### config.mk
export PLATFORM = sky130hd
export DESIGN_NAME = mpf_fifo_bus
export DESIGN_NICKNAME = d
export VERILOG_FILES = /design/src/mpf_pkg.sv /design/src/mpf_skid_buf.sv /design/src/mpf_fifo_bus.sv
export VERILOG_INCLUDE_DIRS = /design/src
export SDC_FILE = /design/constraint.sdc
export NUM_CORES = 2
export LEC_CHECK = 0
export ABC_AREA = 1
export BUFFER_PORTS_ARGS = -buffer_cell sky130_fd_sc_hd__buf_4
export CORE_ASPECT_RATIO = 1.1
export CORE_MARGIN = 2
export CORE_UTILIZATION = 41
export CTS_BUF_LIST = sky130_fd_sc_hd__clkbuf_8 sky130_fd_sc_hd__clkbuf_16
export CTS_CLUSTER_DIAMETER = 30
export DETAILED_ROUTE_END_ITERATION = 7
export GPL_TIMING_DRIVEN = 0
export PLACE_DENSITY = 0.63
export REMOVE_ABC_BUFFERS = 1
export SLEW_MARGIN = 20
export SYNTH_ARGS = -nofsm -noshare
export SYNTH_HDL_FRONTEND = slang
export SYNTH_SLANG_ARGS = --single-unit
### constraint.sdc
create_clock -name clk_sys_i -period 6.2 [get_ports clk_sys_i]
set_input_delay 1.55 -clock clk_sys_i [delete_from_list [all_inputs] [get_ports clk_sys_i]]
set_output_delay 1.55 -clock clk_sys_i [all_outputs]
set_load 0.01 [all_outputs]
### src/mpf_defines.svh
`ifndef MPF_DEFINES_SVH
`define MPF_DEFINES_SVH

`define MPF_NPORT 8
`define MPF_PORT_W 3
`define MPF_DATA_W 64
`define MPF_BE_W 8
`define MPF_HALF_BE 4
`define MPF_RX_DEPTH 4
// receive entry layout
`define MPF_E_BE_LO 64
`define MPF_E_BE_HI 71
`define MPF_E_SOP 72
`define MPF_E_EOP 73
`define MPF_E_STAT 74
`define MPF_E_W 75
// transmit buffer word layout: entry plus port number
`define MPF_T_PORT_LO 75
`define MPF_T_PORT_HI 77
`define MPF_T_W 78
// byte enables, low active
`define MPF_BE_NONE 8'hff
`define MPF_BE_UPPER_OFF 8'hf0

`endif

### src/mpf_pkg.sv
package mpf_pkg;
    typedef enum logic [1:0] {
        MPF_BUS_IDLE,
        MPF_BUS_WRITE,
        MPF_BUS_READ,
        MPF_BUS_ABORT
    } mpf_bus_op_type;
endpackage

### src/mpf_skid_buf.sv
`timescale 1ns/1ps
// two-entry buffer; a stalled drain never drops an accepted word
module mpf_skid_buf #(
    parameter int WIDTH = 78
) (
    input wire logic clk_sys_i,
    input wire logic rst_i,
    input wire logic in_valid_i,
    output logic in_ready_o,
    input wire logic [WIDTH-1:0] in_data_i,
    output logic out_valid_o,
    input wire logic out_ready_i,
    output logic [WIDTH-1:0] out_data_o
);
    logic [WIDTH-1:0] mem_q [2];
    logic rd_q;
    logic wr_q;
    logic [1:0] cnt_q;
    logic push;
    logic pop;

    assign in_ready_o = (cnt_q != 2'h2);
    assign out_valid_o = (cnt_q != 2'h0);
    assign out_data_o = mem_q[rd_q];
    assign push = in_valid_i && in_ready_o;
    assign pop = out_valid_o && out_ready_i;

    always_ff @(posedge clk_sys_i) begin
        if (push) begin
            mem_q[wr_q] <= in_data_i;
        end
    end

    always_ff @(posedge clk_sys_i) begin
        if (rst_i) begin
            rd_q <= 1'b0;
            wr_q <= 1'b0;
            cnt_q <= 2'h0;
        end else begin
            if (push) begin
                wr_q <= ~wr_q;
            end
            if (pop) begin
                rd_q <= ~rd_q;
            end
            cnt_q <= cnt_q + {1'b0, push} - {1'b0, pop};
        end
    end

    fill_bound_a: assert property (@(posedge clk_sys_i) disable iff (rst_i)
        cnt_q == 2'h2 && !out_ready_i |=> cnt_q == 2'h2 && !in_ready_o)
        else $error("buffer lost its contents while stalled");
endmodule

### src/mpf_fifo_bus.sv
`timescale 1ns/1ps
`include "mpf_defines.svh"
module mpf_fifo_bus #(
    parameter int RX_DEPTH = `MPF_RX_DEPTH
) (
    input wire logic clk_sys_i,
    input wire logic rst_i,
    input wire logic bus32_i,
    input wire logic txsel_n_i,
    input wire logic rxsel_n_i,
    input wire logic [`MPF_PORT_W-1:0] port_sel_i,
    input wire logic [`MPF_DATA_W-1:0] data_i,
    output logic [`MPF_DATA_W-1:0] data_o,
    output logic data_oe_o,
    input wire logic [`MPF_BE_W-1:0] be_n_i,
    output logic [`MPF_BE_W-1:0] be_n_o,
    output logic be_oe_o,
    input wire logic sop_i,
    output logic sop_o,
    output logic sop_oe_o,
    input wire logic eop_i,
    output logic eop_o,
    output logic eop_oe_o,
    input wire logic rx_keep_i,
    input wire logic rx_abort_i,
    output logic tx_wr_ready_o,
    output logic tx_valid_o,
    input wire logic tx_ready_i,
    output logic [`MPF_PORT_W-1:0] tx_port_o,
    output logic [`MPF_DATA_W-1:0] tx_data_o,
    output logic [`MPF_BE_W-1:0] tx_be_n_o,
    output logic tx_sop_o,
    output logic tx_eop_o,
    input wire logic rx_wr_valid_i,
    output logic rx_wr_ready_o,
    input wire logic [`MPF_PORT_W-1:0] rx_wr_port_i,
    input wire logic [`MPF_DATA_W-1:0] rx_wr_data_i,
    input wire logic [`MPF_BE_W-1:0] rx_wr_be_n_i,
    input wire logic rx_wr_sop_i,
    input wire logic rx_wr_eop_i,
    input wire logic rx_wr_status_i
);
    localparam int PW = $clog2(RX_DEPTH);
    localparam int CW = PW + 1;
    localparam int SW = `MPF_PORT_W + `MPF_DATA_W + `MPF_BE_W + 7;

    logic [SW-1:0] pin_s1_q;
    logic [SW-1:0] pin_s2_q;
    logic s_bus32;
    logic s_txsel_n;
    logic s_rxsel_n;
    logic [`MPF_PORT_W-1:0] s_port;
    logic [`MPF_DATA_W-1:0] s_data;
    logic [`MPF_BE_W-1:0] s_be_n;
    logic s_sop;
    logic s_eop;
    logic s_keep;
    logic s_abort;
    mpf_pkg::mpf_bus_op_type op;

    logic [`MPF_E_W-1:0] mem_q [`MPF_NPORT*RX_DEPTH];
    logic [PW-1:0] rp_q [`MPF_NPORT];
    logic [PW-1:0] wp_q [`MPF_NPORT];
    logic [CW-1:0] cnt_q [`MPF_NPORT];
    logic [`MPF_NPORT-1:0] flush_q;
    logic [`MPF_NPORT-1:0] pop_v;
    logic [`MPF_NPORT-1:0] flush_done_v;
    logic [`MPF_E_W-1:0] head;
    logic rd_pop;
    logic rx_push;
    logic tx_in_valid;
    logic [`MPF_T_W-1:0] tx_in_word;
    logic [`MPF_T_W-1:0] tx_out_word;

    function automatic int unsigned slot(input logic [`MPF_PORT_W-1:0] p,
                                         input logic [PW-1:0] i);
        slot = int'(p) * RX_DEPTH + int'(i);
    endfunction

    // in 32-bit mode the upper lanes never count as valid
    function automatic logic [`MPF_BE_W-1:0] lane_mask(input logic [`MPF_BE_W-1:0] be_n,
                                                      input logic narrow);
        lane_mask = narrow ? (be_n | `MPF_BE_UPPER_OFF) : be_n;
    endfunction

    // pins come from outside logic, so two flops before any use
    always_ff @(posedge clk_sys_i) begin
        if (rst_i) begin
            pin_s1_q <= '1;
            pin_s2_q <= '1;
        end else begin
            pin_s1_q <= {bus32_i, txsel_n_i, rxsel_n_i, port_sel_i, data_i, be_n_i,
                         sop_i, eop_i, rx_keep_i, rx_abort_i};
            pin_s2_q <= pin_s1_q;
        end
    end

    assign {s_bus32, s_txsel_n, s_rxsel_n, s_port, s_data, s_be_n,
            s_sop, s_eop, s_keep, s_abort} = pin_s2_q;

    // selects are low active; both low is illegal and moves nothing
    always_comb begin
        if (!s_txsel_n && !s_rxsel_n) begin
            op = mpf_pkg::MPF_BUS_IDLE;
        end else if (!s_txsel_n) begin
            op = mpf_pkg::MPF_BUS_WRITE;
        end else if (!s_rxsel_n && s_abort) begin
            op = mpf_pkg::MPF_BUS_ABORT;
        end else if (!s_rxsel_n) begin
            op = mpf_pkg::MPF_BUS_READ;
        end else begin
            op = mpf_pkg::MPF_BUS_IDLE;
        end
    end

    // transmit path: one word per write cycle into the two-entry buffer
    assign tx_in_valid = (op == mpf_pkg::MPF_BUS_WRITE);
    assign tx_in_word = {s_port, 1'b0, s_eop, s_sop, lane_mask(s_be_n, s_bus32),
                         s_data};

    mpf_skid_buf #(
        .WIDTH(`MPF_T_W)
    ) u_tx_buf (
        .clk_sys_i(clk_sys_i),
        .rst_i(rst_i),
        .in_valid_i(tx_in_valid),
        .in_ready_o(tx_wr_ready_o),
        .in_data_i(tx_in_word),
        .out_valid_o(tx_valid_o),
        .out_ready_i(tx_ready_i),
        .out_data_o(tx_out_word)
    );

    assign tx_port_o = tx_out_word[`MPF_T_PORT_HI:`MPF_T_PORT_LO];
    assign tx_data_o = tx_out_word[`MPF_DATA_W-1:0];
    assign tx_be_n_o = tx_out_word[`MPF_E_BE_HI:`MPF_E_BE_LO];
    assign tx_sop_o = tx_out_word[`MPF_E_SOP];
    assign tx_eop_o = tx_out_word[`MPF_E_EOP];

    // receive path
    assign head = mem_q[slot(s_port, rp_q[s_port])];
    // keep leaves the head in place so the same word is read again
    assign rd_pop = (op == mpf_pkg::MPF_BUS_READ) && !s_keep
                    && (cnt_q[s_port] != '0) && !flush_q[s_port];
    assign rx_wr_ready_o = (cnt_q[rx_wr_port_i] != CW'(RX_DEPTH));
    assign rx_push = rx_wr_valid_i && rx_wr_ready_o;

    // a flushing port drops one entry a cycle up to and including its status word
    always_comb begin
        pop_v = '0;
        flush_done_v = '0;
        for (int p = 0; p < `MPF_NPORT; p++) begin
            if (flush_q[p] && cnt_q[p] != '0) begin
                pop_v[p] = 1'b1;
                flush_done_v[p] = mem_q[slot(`MPF_PORT_W'(p), rp_q[p])][`MPF_E_STAT];
            end
        end
        if (rd_pop) begin
            pop_v[s_port] = 1'b1;
        end
    end

    always_ff @(posedge clk_sys_i) begin
        if (rx_push) begin
            mem_q[slot(rx_wr_port_i, wp_q[rx_wr_port_i])] <=
                {rx_wr_status_i, rx_wr_eop_i, rx_wr_sop_i, rx_wr_be_n_i, rx_wr_data_i};
        end
    end

    // reset empties every port
    always_ff @(posedge clk_sys_i) begin
        if (rst_i) begin
            for (int p = 0; p < `MPF_NPORT; p++) begin
                rp_q[p] <= '0;
                wp_q[p] <= '0;
                cnt_q[p] <= '0;
            end
        end else begin
            for (int p = 0; p < `MPF_NPORT; p++) begin
                logic in_p;
                in_p = rx_push && (rx_wr_port_i == `MPF_PORT_W'(p));
                if (in_p) begin
                    wp_q[p] <= PW'(wp_q[p] + 1'b1);
                end
                if (pop_v[p]) begin
                    rp_q[p] <= PW'(rp_q[p] + 1'b1);
                end
                cnt_q[p] <= cnt_q[p] + CW'(in_p) - CW'(pop_v[p]);
            end
        end
    end

    // a fresh abort wins over the end of an older flush
    always_ff @(posedge clk_sys_i) begin
        if (rst_i) begin
            flush_q <= '0;
        end else begin
            for (int p = 0; p < `MPF_NPORT; p++) begin
                if (op == mpf_pkg::MPF_BUS_ABORT && s_port == `MPF_PORT_W'(p)) begin
                    flush_q[p] <= 1'b1;
                end else if (flush_done_v[p]) begin
                    flush_q[p] <= 1'b0;
                end
            end
        end
    end

    // bus drivers: enabled only in the cycle after a sampled receive select
    always_ff @(posedge clk_sys_i) begin
        if (rst_i) begin
            data_oe_o <= 1'b0;
        end else begin
            data_oe_o <= (op == mpf_pkg::MPF_BUS_READ || op == mpf_pkg::MPF_BUS_ABORT);
        end
    end

    assign be_oe_o = data_oe_o;
    assign sop_oe_o = data_oe_o;
    assign eop_oe_o = data_oe_o;

    // an empty or flushing port answers with no valid lanes
    always_ff @(posedge clk_sys_i) begin
        if (rst_i) begin
            data_o <= '0;
            be_n_o <= `MPF_BE_NONE;
            sop_o <= 1'b0;
            eop_o <= 1'b0;
        end else if (op == mpf_pkg::MPF_BUS_READ && cnt_q[s_port] != '0
                     && !flush_q[s_port]) begin
            data_o <= head[`MPF_DATA_W-1:0];
            be_n_o <= lane_mask(head[`MPF_E_BE_HI:`MPF_E_BE_LO], s_bus32);
            sop_o <= head[`MPF_E_SOP];
            eop_o <= head[`MPF_E_EOP];
        end else if (op == mpf_pkg::MPF_BUS_READ || op == mpf_pkg::MPF_BUS_ABORT) begin
            data_o <= '0;
            be_n_o <= `MPF_BE_NONE;
            sop_o <= 1'b0;
            eop_o <= 1'b0;
        end
    end

    rx_drive_gate_a: assert property (@(posedge clk_sys_i) disable iff (rst_i)
        s_rxsel_n |=> !data_oe_o && !be_oe_o && !sop_oe_o && !eop_oe_o)
        else $error("receive lines driven without receive select");

    tx_write_gate_a: assert property (@(posedge clk_sys_i) disable iff (rst_i)
        tx_in_valid |-> !s_txsel_n && s_rxsel_n)
        else $error("transmit write without transmit select");

    rx_read_gate_a: assert property (@(posedge clk_sys_i) disable iff (rst_i)
        rd_pop |-> !s_rxsel_n && s_txsel_n)
        else $error("receive pop without receive select");

    rx_keep_hold_a: assert property (@(posedge clk_sys_i) disable iff (rst_i)
        !s_rxsel_n && s_keep && !s_abort && !rx_push |=> cnt_q[$past(s_port)] == $past(cnt_q[s_port]))
        else $error("kept word left the receive fifo");

    both_sel_a: assert property (@(posedge clk_sys_i) disable iff (rst_i)
        !s_txsel_n && !s_rxsel_n |=> !data_oe_o ##0 !$past(tx_in_valid))
        else $error("transfer made with both selects low");

    narrow_lanes_a: assert property (@(posedge clk_sys_i) disable iff (rst_i)
        $past(s_bus32) && data_oe_o |-> be_n_o[`MPF_BE_W-1:`MPF_HALF_BE] == '1)
        else $error("upper lanes marked valid in 32-bit mode");

    abort_flush_a: assert property (@(posedge clk_sys_i) disable iff (rst_i)
        op == mpf_pkg::MPF_BUS_ABORT |=> flush_q[$past(s_port)] && data_oe_o)
        else $error("abort did not start a flush");

    read_answer_a: assert property (@(posedge clk_sys_i) disable iff (rst_i)
        rd_pop |=> data_oe_o && be_n_o == lane_mask($past(head[`MPF_E_BE_HI:`MPF_E_BE_LO]), $past(s_bus32)))
        else $error("read word lanes do not match the stored entry");
endmodule

After elaboration in Yosys (flattened, before gate mapping) --
Memories as Yosys holds them, arrays and structs flattened. A register that Yosys moved wholly into a read port is not among the register bits. Cells that the tools add are included.
Word-level totals: memories 5, flip-flop bits (word level) 251, bits of input ports 164, bits in writable memories 2610, word-level logic and storage cells 308
Cells by class: eq/ne operators 19, multiplexer cells 133, magnitude comparators 2, bitwise gates (word level) 27, add/subtract/negate cells 43, reductions and logical operators 61
Memory list:
- mem_q | depth 32, width 75, rd ports 9, clocked after Yosys merged registers in 0, wr ports 1, RTL line mpf_fifo_bus.sv:61 | logic [`MPF_E_W-1:0] mem_q [`MPF_NPORT*RX_DEPTH];
- u_tx_buf.mem_q | depth 2, width 77, rd ports 1, clocked after Yosys merged registers in 1, wr ports 1, RTL line mpf_skid_buf.sv:15 | logic [WIDTH-1:0] mem_q [2];
- cnt_q | depth 8, width 3, rd ports 10, clocked after Yosys merged registers in 1, wr ports 8, RTL line mpf_fifo_bus.sv:64 | logic [CW-1:0] cnt_q [`MPF_NPORT];
- rp_q | depth 8, width 2, rd ports 9, clocked after Yosys merged registers in 1, wr ports 8, RTL line mpf_fifo_bus.sv:62 | logic [PW-1:0] rp_q [`MPF_NPORT];
- wp_q | depth 8, width 2, rd ports 9, clocked after Yosys merged registers in 0, wr ports 8, RTL line mpf_fifo_bus.sv:63 | logic [PW-1:0] wp_q [`MPF_NPORT];
Operators by type and width (count):
- $mux 64 | 2
- $mux 1 | 94
- $mux 2 | 20
- $mux 8 | 5
- $logic_and 1x1->1 | 35
- $add 2x1->2 const B | 16
- $mux 3 | 10
- $reduce_bool 3->1 | 9
- $add 3x1->3 | 8
- $eq 3x3->1 const B | 8
- $or 1x1->1 | 24
- $sub 3x1->3 | 8
- $add 5x2->5 const A | 4
- $reduce_bool 2->1 | 10
- $eq 3x2->1 const B | 4
- $add 4x2->5 const A | 2
- $add 5x2->5 | 2
- $or 8x8->8 | 1
- $eq 3x1->1 const B | 2
- $logic_not 3->1 | 2
- $add 3x2->4 const A | 1
- $eq 2x2->1 const B | 2
- $logic_not 1->1 | 4
- $lt 3x4->1 const B | 1
- 10 further kinds | 11

Depth between registers and ports, before layout --
depth in word-level cells 14, mapped depth 21, depth with buffers taken out 19

Modules after synthesis --
Synthesis repeated with hierarchy kept, for this count alone.
Second synthesis, totals: cells, all modules 9731, area, all modules 114312.1 sq um
By module, submodules not included:
- mpf_fifo_bus | area an instance 108360.2 sq um, times used 1, cells an instance 9451, sequential area each 78455.2 sq um
- mpf_skid_buf | area an instance 5952.0 sq um, times used 1, cells an instance 280, sequential area each 4784.6 sq um

Least setup slack after synthesis --
No wires, ideal clock.
path kind input -> register, start point in rx_wr_port_i[0], end point mem mem_q[10][0] (netlist bit), enable pin, stages 8, buffers on the path 0, data required time 5.691 ns, setup time 0.509 ns, path slack -0.080 ns, data arrival time 5.771 ns, cell sequence nor2_1 o21ai_0 nand3_1 o31a_1 nand2_1 inv_1 nand2_1 nor2_1
On the way: longest elaborated chain between the ends 5
RTL lines:
- start, declared | RTL line mpf_fifo_bus.sv:36 | input wire logic [`MPF_PORT_W-1:0] rx_wr_port_i,
- $mem_v2 8x3
- $ne 3x3->1 | RTL line mpf_fifo_bus.sv:145 | assign rx_wr_ready_o = (cnt_q[rx_wr_port_i] != CW'(RX_DEPTH));
- named net rx_wr_ready_o | RTL line mpf_fifo_bus.sv:35 | output logic rx_wr_ready_o,
- $logic_and 1x1->1 | RTL line mpf_fifo_bus.sv:146 | assign rx_push = rx_wr_valid_i && rx_wr_ready_o;
- $mux 1 | RTL line mpf_fifo_bus.sv:164 | if (rx_push) begin
- $mux 1 (implied by the code) | RTL line mpf_fifo_bus.sv:165 | mem_q[slot(rx_wr_port_i, wp_q[rx_wr_port_i])] <=
- end, declared | RTL line mpf_fifo_bus.sv:61
The timed path passes the listed nets, and every way through them passes these cells.

Worst setup path in the final report --
start point reg pin_s2_q[78], end point reg data_o[35]
On the way: longest elaborated chain between the ends 5
RTL lines:
- start, declared | RTL line mpf_fifo_bus.sv:48 | logic [SW-1:0] pin_s2_q;
- start signal, assigned | RTL line mpf_fifo_bus.sv:94 | pin_s2_q <= pin_s1_q;
- branches (longest 5 deep; another with $mem_v2 32x75)
- end signal, assigned | RTL line mpf_fifo_bus.sv:230 | data_o <= head[`MPF_DATA_W-1:0];
- end, declared | RTL line mpf_fifo_bus.sv:13 | output logic [`MPF_DATA_W-1:0] data_o,
Several ways; the timed one is not identified. The select of a mux whose other input is x is not followed. A chain may end at the register's enable or synchronous reset.

==> results.json <==
{
  "status": "finished, final reports clean",
  "placementRows": 202,
  "synth_simple_gate_area_share_pct": 20.5,
  "critPathMaxFanout": 122,
  "drt_iter0_drc": 9380,
  "clk_path_buf_depth": 4,
  "antenna_found_initial": 32,
  "coreArea_um2": 276000,
  "ios": 322,
  "path_cells": "buf_12 > inv_8 > buf_16 > nand3_4 > buf_16 > nand2_8 > inv_8 > buf_16 > buf_16 > buf_16 > nand2_1 > nand3_1 > nand2_1 > nand2_1 > nand2_1 > a21oi_1 > nand2_1 > a21oi_1",
  "grt_use_total_pct": 23.3,
  "synth-seq-area-share_pct": 73.0,
  "switching_share_pct": 23.4,
  "critPathCapture": "data_o[35]",
  "start_util_pct": 41.3,
  "die_h_um": 557,
  "rrSetupSlack_ns": 0.51,
  "ys_warn_count": 0,
  "post-route-period-util_pct": 91.7,
  "synthAdderAreaFrac_pct": 0.338,
  "dp_hpwl_um": 197000,
  "grt_max_degree": 138,
  "holdWs_ns": 0.400,
  "fill_cells": 22100,
  "reg2regPathDepth": 18,
  "maxSlewHeadroom_pct": 25.7,
  "synth_cell_types": 37,
  "syn-cell-area_um2": 114000,
  "required_ns": 7.05,
  "worstSetupStartpointType": "flip-flop",
  "fin_worst_skew_ns": 0.0794,
  "arrival_ns": 6.54,
  "powerDensity_nw_per_um2": 381,
  "cts-htree-levels": 6,
  "cts_num_sinks": 2862,
  "synth_compound_area_share_pct": 1.93,
  "slew_viol_final": 0,
  "firstDrtPassIters": 6,
  "port_buffers": 321,
  "clock_power_share_pct": 53.1,
  "seqPwrFrac_pct": 39.1,
  "synth_top_family_by_area": "simple AND/OR/NAND/NOR gates",
  "critPathBufInv": 8,
  "yosys.area_share.xor_xnor_pct": 0.115,
  "hold_buffers": 0,
  "hp-class": "flip-flop to flip-flop",
  "antenna_left": 0,
  "slowest_stage": "dfxtp_4",
  "numCtsBuffers": 555,
  "setup_ws_ns": 0.514,
  "path_delay_family": "buffers and inverters",
  "cpPeakStageDelay_ns": 0.61,
  "die-area_um2": 282000,
  "avgSynthCellArea_um2": 11.8,
  "vias": 79300,
  "grt_pass1_vias": 76900,
  "fmax_mhz": 176,
  "synthMuxAreaShare_pct": 0.761,
  "dp_cells": 13400,
  "cts-root-buf": "clkbuf_16",
  "gp_congestion": 0.753,
  "p_leak_nw": 53.6,
  "peakVddDrop_v": 0.000305,
  "end_kind": "flip-flop",
  "worstSetupStartpoint": "pin_s2_q[78]",
  "p_int_mw": 41.9,
  "hold_viol_final": 0,
  "cts_resized": 0,
  "post_layout_nonfiller_instances": 14400,
  "rsz0062_at_grt": "no",
  "r2r_start": "pin_s2_q[78]",
  "clk_latency_ns": 0.96,
  "yosys.area.top_type": "edfxtp_1",
  "worstHoldStart": "pin_s1_q[36]",
  "fin_util_pct": 52.1,
  "syn_inst": 9689,
  "drive_above_1_share_pct": 16.7,
  "grt_pass1_wl_um": 492000,
  "cts_tree": "built",
  "synth.top_cells.by_area": "edfxtp_1 (68%), nand2_1 (10%), nand3_1 (7.6%), dfxtp_1 (4.8%), buf_2 (1.4%)",
  "fin_crit_ns": 5.69,
  "totalWireLength_um": 337000,
  "grt_overflow": 0,
  "post_cts_buffers": 0,
  "path_clk_slew_ns": 0.05,
  "crit_cells": 18,
  "worstSetupPathType": "flip-flop to flip-flop",
  "viasPerCell": 5.52,
  "r2r-end": "data_o[35]",
  "preCtsSetupSlack_ns": 0.525,
  "syn_to_final_growth_pct": 26.0,
  "yosys.area.top_type_share_pct": 68.2,
  "drc": 0,
  "layout.nets": 10400,
  "cap_viol_max_count": 0,
  "worst_slew_pin_slew_ns": 1.11,
  "setup_viol_count_final": 0,
  "ys_seq_elements": 2862,
  "power.switching_mw": 12.8,
  "route.detailed.wl_per_inst_um": 23.5,
  "die_w_um": 507,
  "combPwrFrac_pct": 7.8
}
==> state kept, by name (all words and copies together) (netlist names), named ones only <==
signal / count
pin_s2_q: 82
u_tx_buf.rd_q: 1
be_n_o: 8
u_tx_buf.cnt_q: 2
rp_q: 16
pin_s1_q: 82
flush_q: 8
wp_q: 16
be_oe_o: 1
eop_o: 1
data_o: 64
sop_o: 1
cnt_q: 24
u_tx_buf.wr_q: 1
u_tx_buf.mem_q: 154
mem_q: 2400
==> layer usage <==
metal	GRT usage (%)	share of wire, %
met4	10.7	4.4
met3	5.07	10
met2	36.7	46
met5	0	0.042
met1	30.8	39
==> stage by stage <==
step | total power, mW | setup TNS, ns | area [µm²]
after floorplan | 24.5 | -1938.60 | 111000
after global placement | 26.6 | - | 118000
after detailed placement | 26.0 | 0 | 125000
after CTS | 55.0 | 0 | 144000
after global routing | 56.4 | 0 | 144000
final | 54.7 | 0 | 144000
==> layout by cell type, fill, tap and decap left out, types with 5 or more instances in the layout <==
master      netlist  final
fa_1              8      8
clkinv_2          0     89
nor3_1           19     19
clkbuf_8          0      7
mux2_2           77     77
inv_1           281    343
edfxtp_1       2586   2586
buf_4            12    320
o21ai_0          67     67
clkinvlp_4        0     56
ha_1             18     18
o21ai_1          10     10
or2_2           177    177
clkinv_1          1     54
diode_2           0     15
clkinv_4          0     37
nor2_4            0     38
nor2_1          204    166
a21oi_1         271    271
bufinv_16         0     59
a22oi_1           5      5
nand2_1        3150   3146
o211ai_1         40     40
dfxtp_1         276    274
nand4_1          41     41
clkbuf_16         0    569
xor2_1            7      7
buf_16            0    144
buf_12            0    128
inv_6             0     43
inv_8             0      8
xnor2_1           8      8
nand3_1        1726   1726
o22ai_1           7      7
nand3b_1         87     87
clkinv_8          0      9
==> worst register-to-register path: stages, from the launching register on <==
cell     delay (ns)
dfxtp_4        0.61
buf_12         0.32
inv_8          0.27
buf_16         0.37
nand3_4        0.52
buf_16         0.35
nand2_8        0.37
inv_8          0.60
buf_16         0.44
buf_16         0.36
buf_16         0.52
nand2_1        0.26
nand3_1        0.11
nand2_1        0.09
nand2_1        0.07
nand2_1        0.06
a21oi_1        0.12
nand2_1        0.10
a21oi_1        0.13
==> final cells by class <==
| class | count | area, µm² | share of cell area (%) |
|---|---|---|---|
| clock buffer | 576 | 14300 | 9.98 |
| inverter | 288 | 1130 | 0.788 |
| sequential | 2862 | 83200 | 57.9 |
| multi-input combinational | 5938 | 27300 | 19.0 |
| timing repair buffer | 595 | 8970 | 6.25 |
| clock inverter | 414 | 3980 | 2.77 |
| antenna | 15 | 37.5 | 0.0261 |
| tap | 3672 | 4590 | 3.20 |
==> power by group through the flow <==
stage          combinational (mW)  sequential (mW)  clock, mW
6_report                     4.26             21.4       29.0
2_1_floorplan                2.77             21.8          0
5_1_grt                      4.65             21.4       30.3
3_3_place_gp                 4.71             21.8          0
4_1_cts                      4.23             21.4       29.3
3_5_place_dp                 4.19             21.8          0
==> logic make-up (layout without fill, tap and decap cells) <==
group           count (synthesis)  count (layout)
compound gates                409             409
buf+inv                       889            1873
mux                            77              77
xor+xnor                       15              15
flops                        2862            2862
fa+ha+maj                      26              26
simple gates                 5411            5411
other cells                     0              15
==> how the worst min path moves through the flow <==
stage / slack, ns / depth (start not counted) / endpoint
3_5_place_dp: 0.39 / 1 / pin_s2_q[40]
6_report: 0.40 / 1 / pin_s2_q[36]
4_1_cts: 0.40 / 0 / u_tx_buf.mem_q[0][25]
3_3_place_gp: 0.39 / 1 / pin_s2_q[52]
2_1_floorplan: 0.39 / 1 / pin_s2_q[0]
5_1_grt: 0.41 / 0 / u_tx_buf.mem_q[0][25]
==> synth_stat cells <==
cell type	count
nand2_1	3150
edfxtp_1	2586
nand3_1	1726
buf_2	308
inv_1	281
dfxtp_1	276
a21oi_1	271
clkbuf_1	254
nor2_1	204
or2_2	177
nand3b_1	87
mux2_2	77
o21ai_0	67
nand4_1	41
o211ai_1	40
buf_1	26
nor3_1	19
ha_1	18
buf_4	12
o21ai_1	10
fa_1	8
xnor2_1	8
o22ai_1	7
xor2_1	7
inv_2	6
a22oi_1	5
nand2_2	4
o31ai_1	3
a221oi_1	2
nand3_2	2
a22o_1	1
a31oi_1	1
buf_6	1
clkinv_1	1
nor2_2	1
o2111ai_1	1
o31a_1	1
Power figures use the tool's default switching activity.
